===== config.mk =====
export PLATFORM = sky130hd
export DESIGN_NAME = pltc_phy_test_ctrl
export DESIGN_NICKNAME = d
export VERILOG_FILES = /design/src/hdl/pltc_reg_word.v /design/src/hdl/pltc_phy_test_ctrl.v
export VERILOG_INCLUDE_DIRS = /design/src /design/src/hdl
export SDC_FILE = /design/constraint.sdc
export NUM_CORES = 1
export LEC_CHECK = 0
export BUFFER_PORTS_ARGS = -buffer_cell sky130_fd_sc_hd__buf_2
export CAP_MARGIN = 15
export CORE_MARGIN = 2
export CORE_UTILIZATION = 55
export CTS_CLUSTER_SIZE = 24
export DETAILED_ROUTE_END_ITERATION = 6
export GPL_TIMING_DRIVEN = 0
export PLACE_DENSITY_LB_ADDON = 0.12
export REMOVE_ABC_BUFFERS = 1
export SYNTH_ARGS = -nofsm -noshare
export SYNTH_HDL_FRONTEND = slang
export SYNTH_HIERARCHICAL = 1
export SYNTH_SLANG_ARGS = --single-unit

===== constraint.sdc =====
create_clock -name clk_sys_i -period 4.49 [get_ports clk_sys_i]
set_clock_uncertainty 0.1 [all_clocks]
set_input_delay 0.2245 -clock clk_sys_i [delete_from_list [all_inputs] [get_ports clk_sys_i]]
set_output_delay 0.2245 -clock clk_sys_i [all_outputs]
set_load 0.03 [all_outputs]

===== src/hdl/pltc_regs.vh =====
// register offsets, field positions and reset values of the phy test control bank
`ifndef PLTC_REGS_VH
`define PLTC_REGS_VH
`define PLTC_OFS_TEST_A 12'h224
`define PLTC_OFS_TEST_B 12'h228
`define PLTC_OFS_SAFETY 12'h22C
`define PLTC_A_TIMER_LSB 0
`define PLTC_A_SKIP_BIT 8
`define PLTC_A_IGNCR_BIT 9
`define PLTC_A_ANALOG_BIT 10
`define PLTC_B_NES_LSB 8
`define PLTC_B_PAR_LSB 16
`define PLTC_B_UTP_LSB 24
`define PLTC_S_UPCFG_BIT 6
`define PLTC_A_RST 32'h00000000
`define PLTC_B_RST 32'h00000000
`define PLTC_S_RST 32'hF0000000
`define PLTC_A_WMASK 32'h000FFF0F
`define PLTC_B_WMASK 32'hFF0F0FFF
`define PLTC_S_WMASK 32'hFFFFFFFF
`define PLTC_SKIP_FORCED_SYMBOLS 9'h100
`endif


===== src/hdl/pltc_reg_word.v =====
// one masked 32-bit control register with load and write paths
`timescale 1ns/100ps
`default_nettype none
module pltc_reg_word #(
	parameter [31:0] RST_VAL = 32'h00000000,
	parameter [31:0] WMASK = 32'hFFFFFFFF
) (
	input wire clk_sys_i,
	input wire sys_rst_i,
	input wire wr_i,
	input wire [31:0] wdata_i,
	output reg [31:0] value_o
);
	// write-protected bits keep their value; reserved bits stay at reset
	always @(posedge clk_sys_i)
	begin
		if (sys_rst_i)
			value_o <= RST_VAL;
		else if (wr_i)
			value_o <= (value_o & ~WMASK) | (wdata_i & WMASK);
	end
endmodule // pltc_reg_word
`default_nettype wire


===== src/hdl/pltc_phy_test_ctrl.v =====
// phy test mode control register bank of one switch station
//
// Summary of operation
// RULE1: per-port bits 0..3 shrink that port's training timers to microsecond scale.
// RULE2: bit 8 forces skip sets every 256 symbols on all ports.
// RULE3: bit 9 makes receivers ignore the compliance receive training control bit.
// RULE4: bit 10 clear: two loopback-only TS1 sets make the port a digital slave.
// RULE5: digital loopback codec follows speed: 8b/10b gen1/2, 128b/130b gen3.
// RULE6: bit 10 set: slaves loop before the elastic buffer, recovered clock.
// RULE7: second register bits 8..11 enable near-end serial loop per port.
// RULE8: bits 16..19 enable parallel loop; analog bit picks interface or far-end point.
// RULE9: bits 24..31 enable user pattern per lane pair as far-end loop master.
// RULE10: pattern bits ascend quad 0 lower through quad 3 upper pair.
// RULE11: software enables patterns only as master or held in quiet detect.
// RULE12: software sets pattern-alignment bypass for wide master with separate-clock slave.
// RULE13: safety bit 6 stops every port advertising upconfigure capability.
// RULE14: one copy per station; per-port bits serve that station's four ports.
// RULE15: software preserves reserved and factory-test fields when writing.
`timescale 1ns/100ps
`default_nettype none
`include "pltc_regs.vh"
module pltc_phy_test_ctrl #(
	parameter NPORT = 4,
	parameter NPAIR = 8
) (
	// clock and synchronous reset from the switch core
	input wire clk_sys_i,
	input wire sys_rst_i,
	// management register port
	input wire reg_wr_i,
	input wire reg_rd_i,
	input wire [11:0] reg_addr_i,
	input wire [31:0] reg_wdata_i,
	output reg [31:0] reg_rdata_o,
	// training and ordered-set test controls
	output wire [NPORT-1:0] timer_test_mode_o,
	output wire skip_forced_o,
	output wire [8:0] skip_forced_symbols_o,
	output wire ignore_compliance_rx_o,
	// loopback slave tracking, same clock as the training logic
	input wire [NPORT-1:0] ts1_loopback_only_i,
	input wire [NPORT-1:0] port_is_gen3_i,
	input wire [NPORT-1:0] loop_slave_exit_i,
	output reg [NPORT-1:0] digital_loop_slave_o,
	output reg [NPORT-1:0] analog_loop_slave_o,
	output reg [NPORT-1:0] loop_codec_128b_o,
	// near-end and parallel loopback path enables
	output wire [NPORT-1:0] near_end_serial_loop_o,
	output wire [NPORT-1:0] phy_interface_loop_point_o,
	output wire [NPORT-1:0] far_end_loop_point_o,
	// user pattern gating per lane pair
	input wire [NPAIR-1:0] pair_loop_master_i,
	output wire [NPAIR-1:0] user_pattern_generator_o,
	// capability advertised in training sets
	output wire upconfig_advertise_o
);
	// register words as held by the three bank instances
	wire [31:0] test_a;
	wire [31:0] test_b;
	wire [31:0] safety;

	// address decode and write enables of the register port
	wire sel_test_a;
	wire sel_test_b;
	wire sel_safety;
	wire wr_test_a;
	wire wr_test_b;
	wire wr_safety;
	reg [31:0] rdata_d;

	// loopback slave tracking per port
	reg [NPORT-1:0] ts1_seen_q;
	reg [NPORT-1:0] digital_slave_d;
	reg [NPORT-1:0] analog_slave_d;
	reg [NPORT-1:0] codec_128b_d;
	wire [NPORT-1:0] slave_active;
	wire [NPORT-1:0] slave_entry;
	wire analog_sel;
	integer i;

	// full 12-bit compare, so aliases of the three offsets stay unmapped
	function hit;
		input [11:0] a;
		input [11:0] ofs;
		begin
			hit = (a == ofs);
		end
	endfunction

	// one strobe per register; an unmapped write raises none of them
	assign sel_test_a = hit(reg_addr_i, `PLTC_OFS_TEST_A);
	assign sel_test_b = hit(reg_addr_i, `PLTC_OFS_TEST_B);
	assign sel_safety = hit(reg_addr_i, `PLTC_OFS_SAFETY);
	assign wr_test_a = reg_wr_i & sel_test_a;
	assign wr_test_b = reg_wr_i & sel_test_b;
	assign wr_safety = reg_wr_i & sel_safety;

	// one copy of each register per station instance
	pltc_reg_word #(.RST_VAL(`PLTC_A_RST), .WMASK(`PLTC_A_WMASK)) u_test_a ( // RULE14
		.clk_sys_i(clk_sys_i),
		.sys_rst_i(sys_rst_i),
		.wr_i(wr_test_a),
		.wdata_i(reg_wdata_i),
		.value_o(test_a)
	);

	// reserved and factory bits of the second word are masked off too
	pltc_reg_word #(.RST_VAL(`PLTC_B_RST), .WMASK(`PLTC_B_WMASK)) u_test_b (
		.clk_sys_i(clk_sys_i),
		.sys_rst_i(sys_rst_i),
		.wr_i(wr_test_b),
		.wdata_i(reg_wdata_i),
		.value_o(test_b)
	);

	// every safety bit is writable; only bit 6 leaves the bank
	pltc_reg_word #(.RST_VAL(`PLTC_S_RST), .WMASK(`PLTC_S_WMASK)) u_safety (
		.clk_sys_i(clk_sys_i),
		.sys_rst_i(sys_rst_i),
		.wr_i(wr_safety),
		.wdata_i(reg_wdata_i),
		.value_o(safety)
	);

	// read mux; unmapped offsets read zero, no read keeps the last word
	always @*
	begin
		rdata_d = reg_rdata_o;
		if (reg_rd_i)
		begin
			// priority order is moot, the offsets are distinct
			if (sel_test_a)
				rdata_d = test_a;
			else if (sel_test_b)
				rdata_d = test_b;
			else if (sel_safety)
				rdata_d = safety;
			else
				rdata_d = 32'h00000000;
		end
	end

	// read data register; holds until the next read strobe
	always @(posedge clk_sys_i)
	begin
		if (sys_rst_i)
			reg_rdata_o <= 32'h00000000;
		else
			reg_rdata_o <= rdata_d;
	end

	// outputs below are one gate from register bits, no extra latency
	// training timer, skip and compliance controls go straight out
	assign timer_test_mode_o = test_a[`PLTC_A_TIMER_LSB +: NPORT]; // RULE1
	assign skip_forced_o = test_a[`PLTC_A_SKIP_BIT]; // RULE2
	// fixed interval, so the ordered-set logic needs no interval register
	assign skip_forced_symbols_o = `PLTC_SKIP_FORCED_SYMBOLS; // RULE2
	assign ignore_compliance_rx_o = test_a[`PLTC_A_IGNCR_BIT]; // RULE3

	// bit 10 picks one loop point; both outputs are never high together
	assign analog_sel = test_a[`PLTC_A_ANALOG_BIT];
	assign near_end_serial_loop_o = test_b[`PLTC_B_NES_LSB +: NPORT]; // RULE7
	assign phy_interface_loop_point_o = test_b[`PLTC_B_PAR_LSB +: NPORT] & {NPORT{~analog_sel}}; // RULE8
	assign far_end_loop_point_o = test_b[`PLTC_B_PAR_LSB +: NPORT] & {NPORT{analog_sel}}; // RULE8

	// bit n drives pair n: quad n/2, lower pair when n even
	// gated by master state, so a stray enable sends nothing on a normal link
	assign user_pattern_generator_o = test_b[`PLTC_B_UTP_LSB +: NPAIR] & pair_loop_master_i; // RULE9 RULE10

	// disable bit is active high, advertisement active high
	assign upconfig_advertise_o = ~safety[`PLTC_S_UPCFG_BIT]; // RULE13

	// entry needs two loopback-only sets on consecutive cycles
	assign slave_active = digital_loop_slave_o | analog_loop_slave_o;
	// a slave port ignores further sets until it exits
	assign slave_entry = ts1_seen_q & ts1_loopback_only_i & ~slave_active; // RULE4

	// next slave state; exit wins over a set arriving in the same cycle
	always @*
	begin
		digital_slave_d = digital_loop_slave_o;
		analog_slave_d = analog_loop_slave_o;
		codec_128b_d = loop_codec_128b_o;
		// ports are independent of each other
		for (i = 0; i < NPORT; i = i + 1)
		begin
			if (loop_slave_exit_i[i])
			begin
				digital_slave_d[i] = 1'b0;
				analog_slave_d[i] = 1'b0;
			end
			else if (slave_entry[i])
			begin
				digital_slave_d[i] = ~analog_sel; // RULE4
				analog_slave_d[i] = analog_sel; // RULE6
				codec_128b_d[i] = port_is_gen3_i[i]; // RULE5
			end
		end
	end

	// mode latches at entry, so a later bit 10 change waits for exit;
	// the codec flag stays as is on exit and means nothing outside loopback
	always @(posedge clk_sys_i)
	begin
		if (sys_rst_i)
		begin
			ts1_seen_q <= {NPORT{1'b0}};
			digital_loop_slave_o <= {NPORT{1'b0}};
			analog_loop_slave_o <= {NPORT{1'b0}};
			loop_codec_128b_o <= {NPORT{1'b0}};
		end
		else
		begin
			// last cycle's set, paired with this cycle's
			ts1_seen_q <= ts1_loopback_only_i;
			digital_loop_slave_o <= digital_slave_d;
			analog_loop_slave_o <= analog_slave_d;
			loop_codec_128b_o <= codec_128b_d;
		end
	end
endmodule // pltc_phy_test_ctrl
`default_nettype wire


# Word level (Yosys, flattened, before mapping)
# Cells that the tools add are included.
[totals]
input_bits = 68
latchBits = 0
rom_bits = 0
reg_bits = 144
memories = 0
wordCells = 49
mem_bits_rw = 0
output_inout_bits = 80
[classes]
n_reduce_logical = 8
n_addsub = 0
shifts = 0
n_eq_ne = 3
n_div = 0
n_mux = 3
multipliers = 0
bitwise_logic = 18
n_lt_le_gt_ge = 0
[op_table]
columns = ["op", "n"]
rows = [
  ["two-way mux 32 bit", 3],
  ["== test 12 x 10 -> 1 bit, second input constant", 3],
  ["OR 24 x 32 -> 32 bit", 1],
  ["OR 32 x 20 -> 32 bit", 1],
  ["bitwise AND 4 bit", 4],
  ["bitwise AND 8 bit", 1],
  ["AND reduction 2 bit", 4],
  ["OR reduction 2 bit", 4],
  ["NOT 1 bit", 6],
  ["NOT 4 bit", 1],
  ["OR 4 bit", 1],
  ["bitwise AND 1 bit", 3],
]

# Depth between registers and ports, before layout
# Gate-level depths: netlist of run 1.
[depth]
depth_word = 4
mapped_depth = 8
depth_no_buf = 6

# Cells and area by module
# Netlist of run 1, hierarchy kept.
[by_module_without_submodules]
columns = ["mod", "area_per_inst_um2", "seq_area_each_um2", "cells_each", "n_inst"]
rows = [
  ["pltc_phy_test_ctrl", 2847.7, 960.9, 352, 1],
  ["pltc_reg_word at u_safety", 1169.9, 640.6, 103, 1],
  ["pltc_reg_word at u_test_b", 933.4, 480.5, 86, 1],
  ["pltc_reg_word at u_test_a", 704.4, 320.3, 69, 1],
]

# Worst setup path after synthesis of run 1
# Ideal clock, no wire load.
[synth_timing]
kind = "input to register"
startpoint = "in reg_addr_i[7]"
endpoint = "reg u_safety.value_o[10]"
required_ps = 4262
t_arrival_ps = 1781
path_slack_ps = 2481
setup_ps = 128
n_path_buf = 2
path_stages = 7
cell_sequence = "or4_4 > nor4_1 > and3_1 > buf_6 > buf_12 > mux2i_1 > nor2_1"
[synth_via]
elab_chain_len = 2
[synth_rtl]
columns = ["element", "line_no", "text"]
rows = [
  ["start: declaration", "pltc_phy_test_ctrl.v:32", "input wire [11:0] reg_addr_i,"],
  ["== test 12 x 10 -> 1 bit", "pltc_phy_test_ctrl.v:86", "hit = (a == ofs);"],
  ["bitwise AND 1 bit", "pltc_phy_test_ctrl.v:96", "assign wr_safety = reg_wr_i & sel_safety;"],
  ["named net wr_safety", "pltc_phy_test_ctrl.v:68", "wire wr_safety;"],
  ["end signal: assignment", "pltc_reg_word.v:20", "value_o <= (value_o & ~WMASK) | (wdata_i & WMASK);"],
  ["end: declaration", "pltc_reg_word.v:12", "output reg [31:0] value_o"],
]
# The timed path passes the listed nets, and every way through them passes these cells.
# A chain may end at the register's enable or synchronous reset.

# Final worst setup path of run 1
[layout_timing]
startpoint = "in reg_addr_i[2]"
endpoint = "reg u_test_a.value_o[19]"
[layout_via]
elab_chain_len = 2
[layout_rtl]
columns = ["element", "line_no", "text"]
rows = [
  ["== test 12 x 10 -> 1 bit", "pltc_phy_test_ctrl.v:86", ""],
  ["bitwise AND 1 bit", "pltc_phy_test_ctrl.v:94", "assign wr_test_a = reg_wr_i & sel_test_a;"],
  ["named net wr_test_a", "pltc_phy_test_ctrl.v:66", "wire wr_test_a;"],
  ["end signal: assignment", "pltc_reg_word.v:20", ""],
  ["end: declaration", "pltc_reg_word.v:12", ""],
]
# The timed path passes the listed nets, and every way through them passes these cells.

==> summary.md, run 1 <==
| Metric | Value |
|---|---|
| Synth Area per Inst | 9.271 um^2 |
| HPWL Detailed | 8346 um |
| Initial antenna violation count | 0 |
| Setup TNS | 0 ns |
| CORE AREA | 10140 um^2 |
| Critical Path RT | 4.77 ns |
| Top cell type's share of synthesized area | 0.4248 |
| CTS sink cnt | 120 |
| Row cnt | 37 |
| Synth top area cells | dfxtp_1, nor2_1, mux2i_1 |
| VDD IR-drop max | 271.4 uV |
| NumNets Final | 850 |
| F_max | 401.0 MHz |
| Total Routed Length | 13170 um |
| DP Area | 6190 um^2 |
| Num CTS Buffers | 17 |
| Clk Latency, worst-skew pair | 0.50 ns |
| GR Util All Layers | 0.2439 |
| CP max FO | 36 |
| Area share of xor/xnor cells in the synthesized design | 0 |
| Post-Synth Simple-Gate Area | 0.1790 |
| Commonest cells in the synthesized netlist | nor2_1, dfxtp_1, mux2i_1 |
| CP endpoint kind | flip-flop |
| Final hold viol count | 0 |
| Drt drc | 0 |
| Pwr/cell area | 364.4 nW/um^2 |
| Headroom to the max-slew limit | 0.1889 |
| Worst Setup Start Kind | input pin |
| Count leader, synth | nor2_1 |
| Die Height | 105.4 um |
| Grt total ovfl | 0 |
| Initial Util | 0.5578 |
| I/O Pins | 148 |
| Post-Synth Adder-Cell Area | 0 |
| Netlist cell types | 32 |
| Largest net degree at the start of global routing | 77 |
| Primary FF master, synth | dfxtp_1 |
| Cell taking the most area after synthesis | dfxtp_1 |
| Worst hold path type | input pin to flip-flop |
| Slew @ Worst Pin | 1.217 ns |
| Setup violators final | 0 |
| Ys Warns | 6 |
| Maxcap violations | 0 |
| Tcrit/Tclk final | 0.5554 |
| Psw | 0.0006000 W |
| Int Power | 0.002047 W |
| Max-slew violations | 0 |
| Area Overhead vs Synth | 28.45% |
| Share of cells above drive strength 1 | 0.3077 |
| Remaining antenna violation count | 0 |
| Sequential share of power | 0.412 |
| Die area | 11110 um^2 |
| Static leakage | 3.129 nW |
| Drt via density | 5.006 |
| Vias | 4651 |
| Layout fillers | 811 |
| Fin area | 7264 um^2 |
| Sequential share of the synthesized area | 0.4248 |
| First-pass GRT wire length | 21760 um |
| Pre-CTS setup slack | 1.473 ns |
| Pre-Repair DR Iteration Count | 5 |
| CTS Buffer Depth | 2 |
| Cell Area, Synth | 5655 um^2 |
| Outcome | complete, no violations |
| Post-CTS Setup Inserts | 0 |
| H-tree depth | 4 |
| Clk root buf | clkbuf_8 |
| Clock share of power | 0.497 |
| Synthesis-stage register bit count | 120 |
| Fin crit period | 2.494 ns |
| Vias in the first global route | 4628 |
| Post-synth EDFFs | 0 |
| IO buf count | 138 |
| Comb pwr share | 0.091 |
| R2R depth | 6 |
| RSZ-0062 raised after global routing | false |
| Async SR Flop Fraction | 0 |
| WP data arrival | 2.77 ns |
| Diode count | 0 |
| Synth Area in Compound Gates | 0.1027 |
| WHS Path Cells | 2 |
| Clock Pin Slew Worst Setup and Hold Paths | 0.05 ns |
| Switching share of power | 0.2267 |
| CTS tree | yes |
| Main combinational cell family by area after synthesis | multiplexers |
| WL per Instance | 14.18 um |
| Synthesized instance count | 610 |
| First-iteration detailed-routing DRC count | 223 |
| Routability cong. | 0.7316 |
| Final WS setup | 1.996 ns |
| DIE WIDTH | 105.4 um |
| Critical path type | input pin to flip-flop |
| Mux cell area share after synthesis | 0.1841 |
## cell families after synthesis
group / after synthesis
multiplexers: 100
AO/OA/AOI/OAI: 83
flip-flops: 120
other: 4
buffers and inverters: 75
AND/OR/NAND/NOR: 228
## layout by cell type, fill, tap and decap left out, types with 13 or more instances in the layout
cell type	count
o21ai_2	30
buf_2	137
and2_1	13
dlygate4sd3_1	50
mux2_2	32
dfxtp_1	120
conb_1	33
nor2_1	181
a21oi_1	36
mux2i_1	68
clkbuf_16	16
## timing repair
| item | 4_1_cts | 5_1_grt |
|---|---|---|
| hold buffers | 50 | 0 |
| hold endpoints to repair | 88 | 0 |
| gates resized for setup | 0 | 0 |
## final timing paths
check                               start                 endpoint  slack [ns]
hold / removal                  sys_rst_i      u_test_a/value_o[8]        0.06
setup / recovery            reg_addr_i[2]     u_test_a/value_o[19]        2.00
setup reg to reg  digital_loop_slave_o[1]     loop_codec_128b_o[1]        2.25
hold reg to reg   digital_loop_slave_o[1]  digital_loop_slave_o[1]        0.39
## routing by layer
layer,share of wire,up-vias,track usage
li1,-,2318,-
met5,0,-,0
met4,0.0051,0,0.07333
met3,0.050,6,0.05937
met2,0.50,132,0.4276
met1,0.45,2195,0.2946
## flip-flops by register name (all words and copies together), names as in the netlist
name / count
reg_rdata_o: 32
u_safety/value_o: 32
u_test_b/value_o: 24
u_test_a/value_o: 16
analog_loop_slave_o: 4
digital_loop_slave_o: 4
loop_codec_128b_o: 4
ts1_seen_q: 4
## cell type report
class | count | area (um^2) | area share
clock inverter | 9 | 125.1 | 0.01722
clock buffer | 21 | 449.2 | 0.06183
inverter | 3 | 11.26 | 0.001550
tap | 136 | 170.2 | 0.02342
timing repair buffer | 196 | 1340 | 0.1845
multi-input combinational | 444 | 2766 | 0.3808
sequential | 120 | 2402 | 0.3307
## power by group through the flow
| stage | Combinational [W] | Sequential [W] | Clock [W] |
|---|---|---|---|
| global route | 0.000262 | 0.00109 | 0.00139 |
| finish | 0.000240 | 0.00109 | 0.00132 |
| CTS | 0.000239 | 0.00109 | 0.00134 |
| global placement | 0.000197 | 0.00111 | 0 |
| detailed placement | 0.000207 | 0.00111 | 0 |
| floorplan | 0.0000808 | 0.00114 | 0 |
## through the flow
step	instances	total power (W)	util	hold slack, ns
floorplan	567	0.001225	-	0.1936
global placement	841	0.001310	0.5950	0.3345
detailed placement	849	0.001321	0.6105	0.3437
CTS	929	0.002672	0.7165	0.02931
global route	929	0.002742	0.7165	0.04987
finish	929	0.002647	0.7165	0.06029
## worst max-delay path: stages
cell	delay, ns
buf_2	0.71
nand2b_1	0.23
nor4_1	0.23
and2_1	0.98
mux2i_1	0.29
nor2_1	0.07
Power figures use the tool's default switching activity.
==> run 2, diff against run 1 <==
ABC_AREA = 1   (was unset)
clock period = 2.4 ns   (was 4.49 ns; I/O delays follow)
==> run 2 against run 1 <==
  * Global-route usage increased by 0.78 points
  * Register-to-register slack got worse by 2.1 ns
  * Hold slack improved by 0.086 ns
  * Critical endpoint is now loop_codec_128b_o[3]
  * Total power increased by 80%
  * Synthesized cell count increased by 50%
  * Final area increased by 9.8%
  * Largest cell class unchanged
==> summary.md, run 2 <==
| Metric | Value |
|---|---|
| Synth top area cells | dfxtp_1, nand2_1, nor2_1 |
| Max-slew violations | 0 (unchanged) |
| Crit-path cells | dlygate4sd3_1 > buf_2 > nand2_1 > nor3_2 > nand3_1 > dlygate4sd3_1 > a21oi_1 > dlygate4sd3_1 |
| Critical Path RT | 2.65 ns (-2.12 ns) |
| Crit-path max cell delay | 0.58 ns (-0.40 ns) |
| Synthesis-stage register bit count | 120 (unchanged) |
| Top cell type's share of synthesized area | 0.3741 (-0.05066) |
| Clock Pin Slew Worst Setup and Hold Paths | 0.06 ns (about the same) |
| Primary FF master, synth | dfxtp_1 |
| Final hold viol count | 0 (unchanged) |
| Largest net degree at the start of global routing | 59 (-23%) |
| Row cnt | 39 (+5.4%) |
| Die Height | 112.1 um (+6.3%) |
| Outcome | complete, no violations |
| Num CTS Buffers | 17 (unchanged) |
| Drt drc | 0 (unchanged) |
| VDD IR-drop max | 424.5 uV (+56%) |
| Setup violators final | 0 (unchanged) |
| NumNets Final | 1146 (+35%) |
| Count leader, synth | nand2_1 |
| Worst hold path type | input pin to flip-flop |
| WHS Path Cells | 5 (+3) |
| Hold Startpoint | reg_addr_i[3] |
| Initial Util | 0.5623 (+0.004531) |
| Total Routed Length | 15410 um (+17%) |
| Most frequent cells in the layout | nand2_1, nor2_1, buf_2, dfxtp_1, inv_1 |
| Most used cell, CP | dlygate4sd3_1 |
| Sequential share of the synthesized area | 0.3741 (-0.05066) |
| CP max FO | 4 (-89%) |
| GR Util All Layers | 0.2517 (+0.007768) |
| Diode count | 0 (unchanged) |
| Maxcap violations | 0 (unchanged) |
| Worst hold endpoint | u_test_b/value_o[2] |
| Fin crit period | 2.228 ns |
| Pre-Repair DR Iteration Count | 4 (-1) |
| Slew @ Worst Pin | 1.169 ns (-0.04787 ns) |
| Netlist cell types | 24 (-25%) |
| Headroom to the max-slew limit | 0.2189 (+0.03006) |
| Cell Area, Synth | 6421 um^2 (+14%) |
| CORE AREA | 11420 um^2 (+13%) |
| Layout fillers | 1036 (+28%) |
| H-tree depth | 4 (unchanged) |
| Async SR Flop Fraction | 0 (unchanged) |
| Synthesized instance count | 917 (+50%) |
| I/O Pins | 148 (unchanged) |
| Area Overhead vs Synth | 24.26% |
| Cell taking the most area after synthesis | dfxtp_1 |
| Top Registers | reg_rdata_o (32), u_safety/value_o (32), u_test_b/value_o (24) |
| Crit-path slowest cell | dlygate4sd3_1 |
| First-pass GRT wire length | 25730 um (+18%) |
| Ys Warns | 6 (unchanged) |
| First-iteration detailed-routing DRC count | 285 (+28%) |
| RSZ-0062 raised after global routing | false |
| Grt total ovfl | 0 (unchanged) |
| HPWL Detailed | 8953 um (+7.3%) |
| Initial antenna violation count | 0 (unchanged) |
| Multi-input gate area | 3044 um^2 (+10%) |
| Reg2reg end | loop_codec_128b_o[3] |
| IO buf count | 138 (unchanged) |
| CTS sink cnt | 120 (unchanged) |
| Most common cell after layout, fill and taps aside | nand2_1 |
| Synth Area per Inst | 7.002 um^2 (-24%) |
| Share of cells above drive strength 1 | 0.2525 (-0.05517) |
| Worst r2r src | analog_loop_slave_o[3] |
| Register-to-Register Setup Slack | 0.18 ns (-2.07 ns) |
| Static leakage | 3.855 nW (+23%) |
| Routability cong. | 0.7412 (+1.3%) |
| F_max | 448.8 MHz |
| Register area | 2402 um^2 (unchanged) |
| Drt via density | 4.735 (-5.4%) |
| Final WS setup | 0.1717 ns (-1.825 ns) |
| Vias | 5833 (+25%) |
| Clk root buf | clkbuf_16 |
| Commonest cells in the synthesized netlist | nand2_1, nor2_1, dfxtp_1 |
| Pre-CTS setup slack | 0.1368 ns (-1.336 ns) |
| Tcrit/Tclk final | 0.9285 |
| Critical path type | input pin to flip-flop |
| WP data arrival | 2.48 ns (-0.29 ns) |
| DIE WIDTH | 112.1 um (+6.3%) |
| Remaining antenna violation count | 0 (unchanged) |
| Family with the most delay on the worst path | buffers and inverters |
| Worst Setup Start Kind | input pin |
| Die area | 12560 um^2 (+13%) |
| Post-synth EDFFs | 0 (unchanged) |
| CTS Buffer Depth | 2 (unchanged) |
| Pwr/cell area | 598.4 nW/um^2 (+64%) |
| R2R depth | 5 (-1) |
| WL per Instance | 12.51 um (-12%) |
| WP buf/inv | 4 (+3) |
| Clk Latency, worst-skew pair | 0.41 ns (-0.09 ns) |
| Vias in the first global route | 5469 (+18%) |
| CP endpoint kind | flip-flop |
| Setup TNS | 0 ns (unchanged) |
| CTS tree | yes |
-- run 2: changes by cell type after synthesis, sizes merged, moves of 26 or more --
cell and delta:
nand2 +244, nand3 +138, inv +110, mux2i -68, o21ai -36, mux2 -32
nor2 -28, buf +26
-- run 2: logic make-up (layout without fill, tap and decap cells) --
logic type | after synthesis | after routing | share of synthesized area
other | 4 | 33 | 0.002338
buffers and inverters | 199 | 342 | 0.1742
AOI/OAI and AO/OA | 44 | 44 | 0.05300
DFF | 120 | 120 | 0.3741
and+or+nand+nor | 550 | 550 | 0.3963
-- run 2: final cells by class --
| type | count | share of cell area |
|---|---|---|
| clock buffers | 22 | 0.05818 |
| clock inverters | 8 | 0.01239 |
| inverters | 113 | 0.05316 |
| multi-input cells | 627 | 0.3815 |
| flip-flops and latches | 120 | 0.3011 |
| well taps | 143 | 0.02242 |
| repair buffers | 199 | 0.1712 |
-- run 2: per-stage QoR --
step / power (W) / cells / hold WS [ns] / cell area [um^2] / util
final: 0.004774 / 1232 / 0.1462 / 7979 / 0.6988
after floorplan: 0.002184 / 860 / 0.08244 / 5836 / -
after detailed placement: 0.002329 / 1149 / 0.2442 / 6860 / 0.6008
after global placement: 0.002315 / 1141 / 0.2400 / 6705 / 0.5872
after global routing: 0.004961 / 1232 / 0.1578 / 7979 / 0.6988
after CTS: 0.004804 / 1231 / 0.1350 / 7944 / 0.6957
-- run 2: worst max path at each step --
stage                     depth (start not counted)  slack [ns]              endpoint              startpoint
after floorplan                                   6       -1.35  u_test_b/value_o[25]          reg_addr_i[11]
after detailed placement                          9        0.14  u_safety/value_o[28]          reg_addr_i[11]
after CTS                                         5        0.14  loop_codec_128b_o[3]  analog_loop_slave_o[3]
final                                             8        0.17  loop_codec_128b_o[3]  ts1_loopback_only_i[3]
after global placement                            7       -3.42   u_test_b/value_o[1]          reg_addr_i[11]
after global routing                              8        0.05  loop_codec_128b_o[3]  ts1_loopback_only_i[3]
-- run 2: per-layer routing --
layer / routed length, um / up-vias / GRT usage
li1: - / 3055 / -
met1: 6948 / 2606 / 0.3216
met2: 7512 / 158 / 0.4319
met3: 785 / 14 / 0.04806
met4: 166 / 0 / 0.08049
met5: 0 / - / 0
-- run 2: where the power goes --
group          internal, W  total (W)  leakage, nW  switching (W)
logic             0.000141   0.000351         2.62       0.000210
clock network      0.00156    0.00242        0.272       0.000855
registers          0.00200    0.00200        0.968     0.00000353
-- run 2: worst reg2reg max path, cell delays in order (launching register included) --
cell and delay (ns):
dfxtp_1 0.35, nor3_2 0.35, nand3_1 0.10, dlygate4sd3_1 0.58, a21oi_1 0.13, dlygate4sd3_1 0.56
-- run 2: timing repair --
action                                  4_1_cts  5_1_grt
endpoints found under the hold margin        88        0
hold buffers                                 52        0
resized for setup                             0        4
endpoints found under the setup margin        0        4
buffers inserted                              0        0
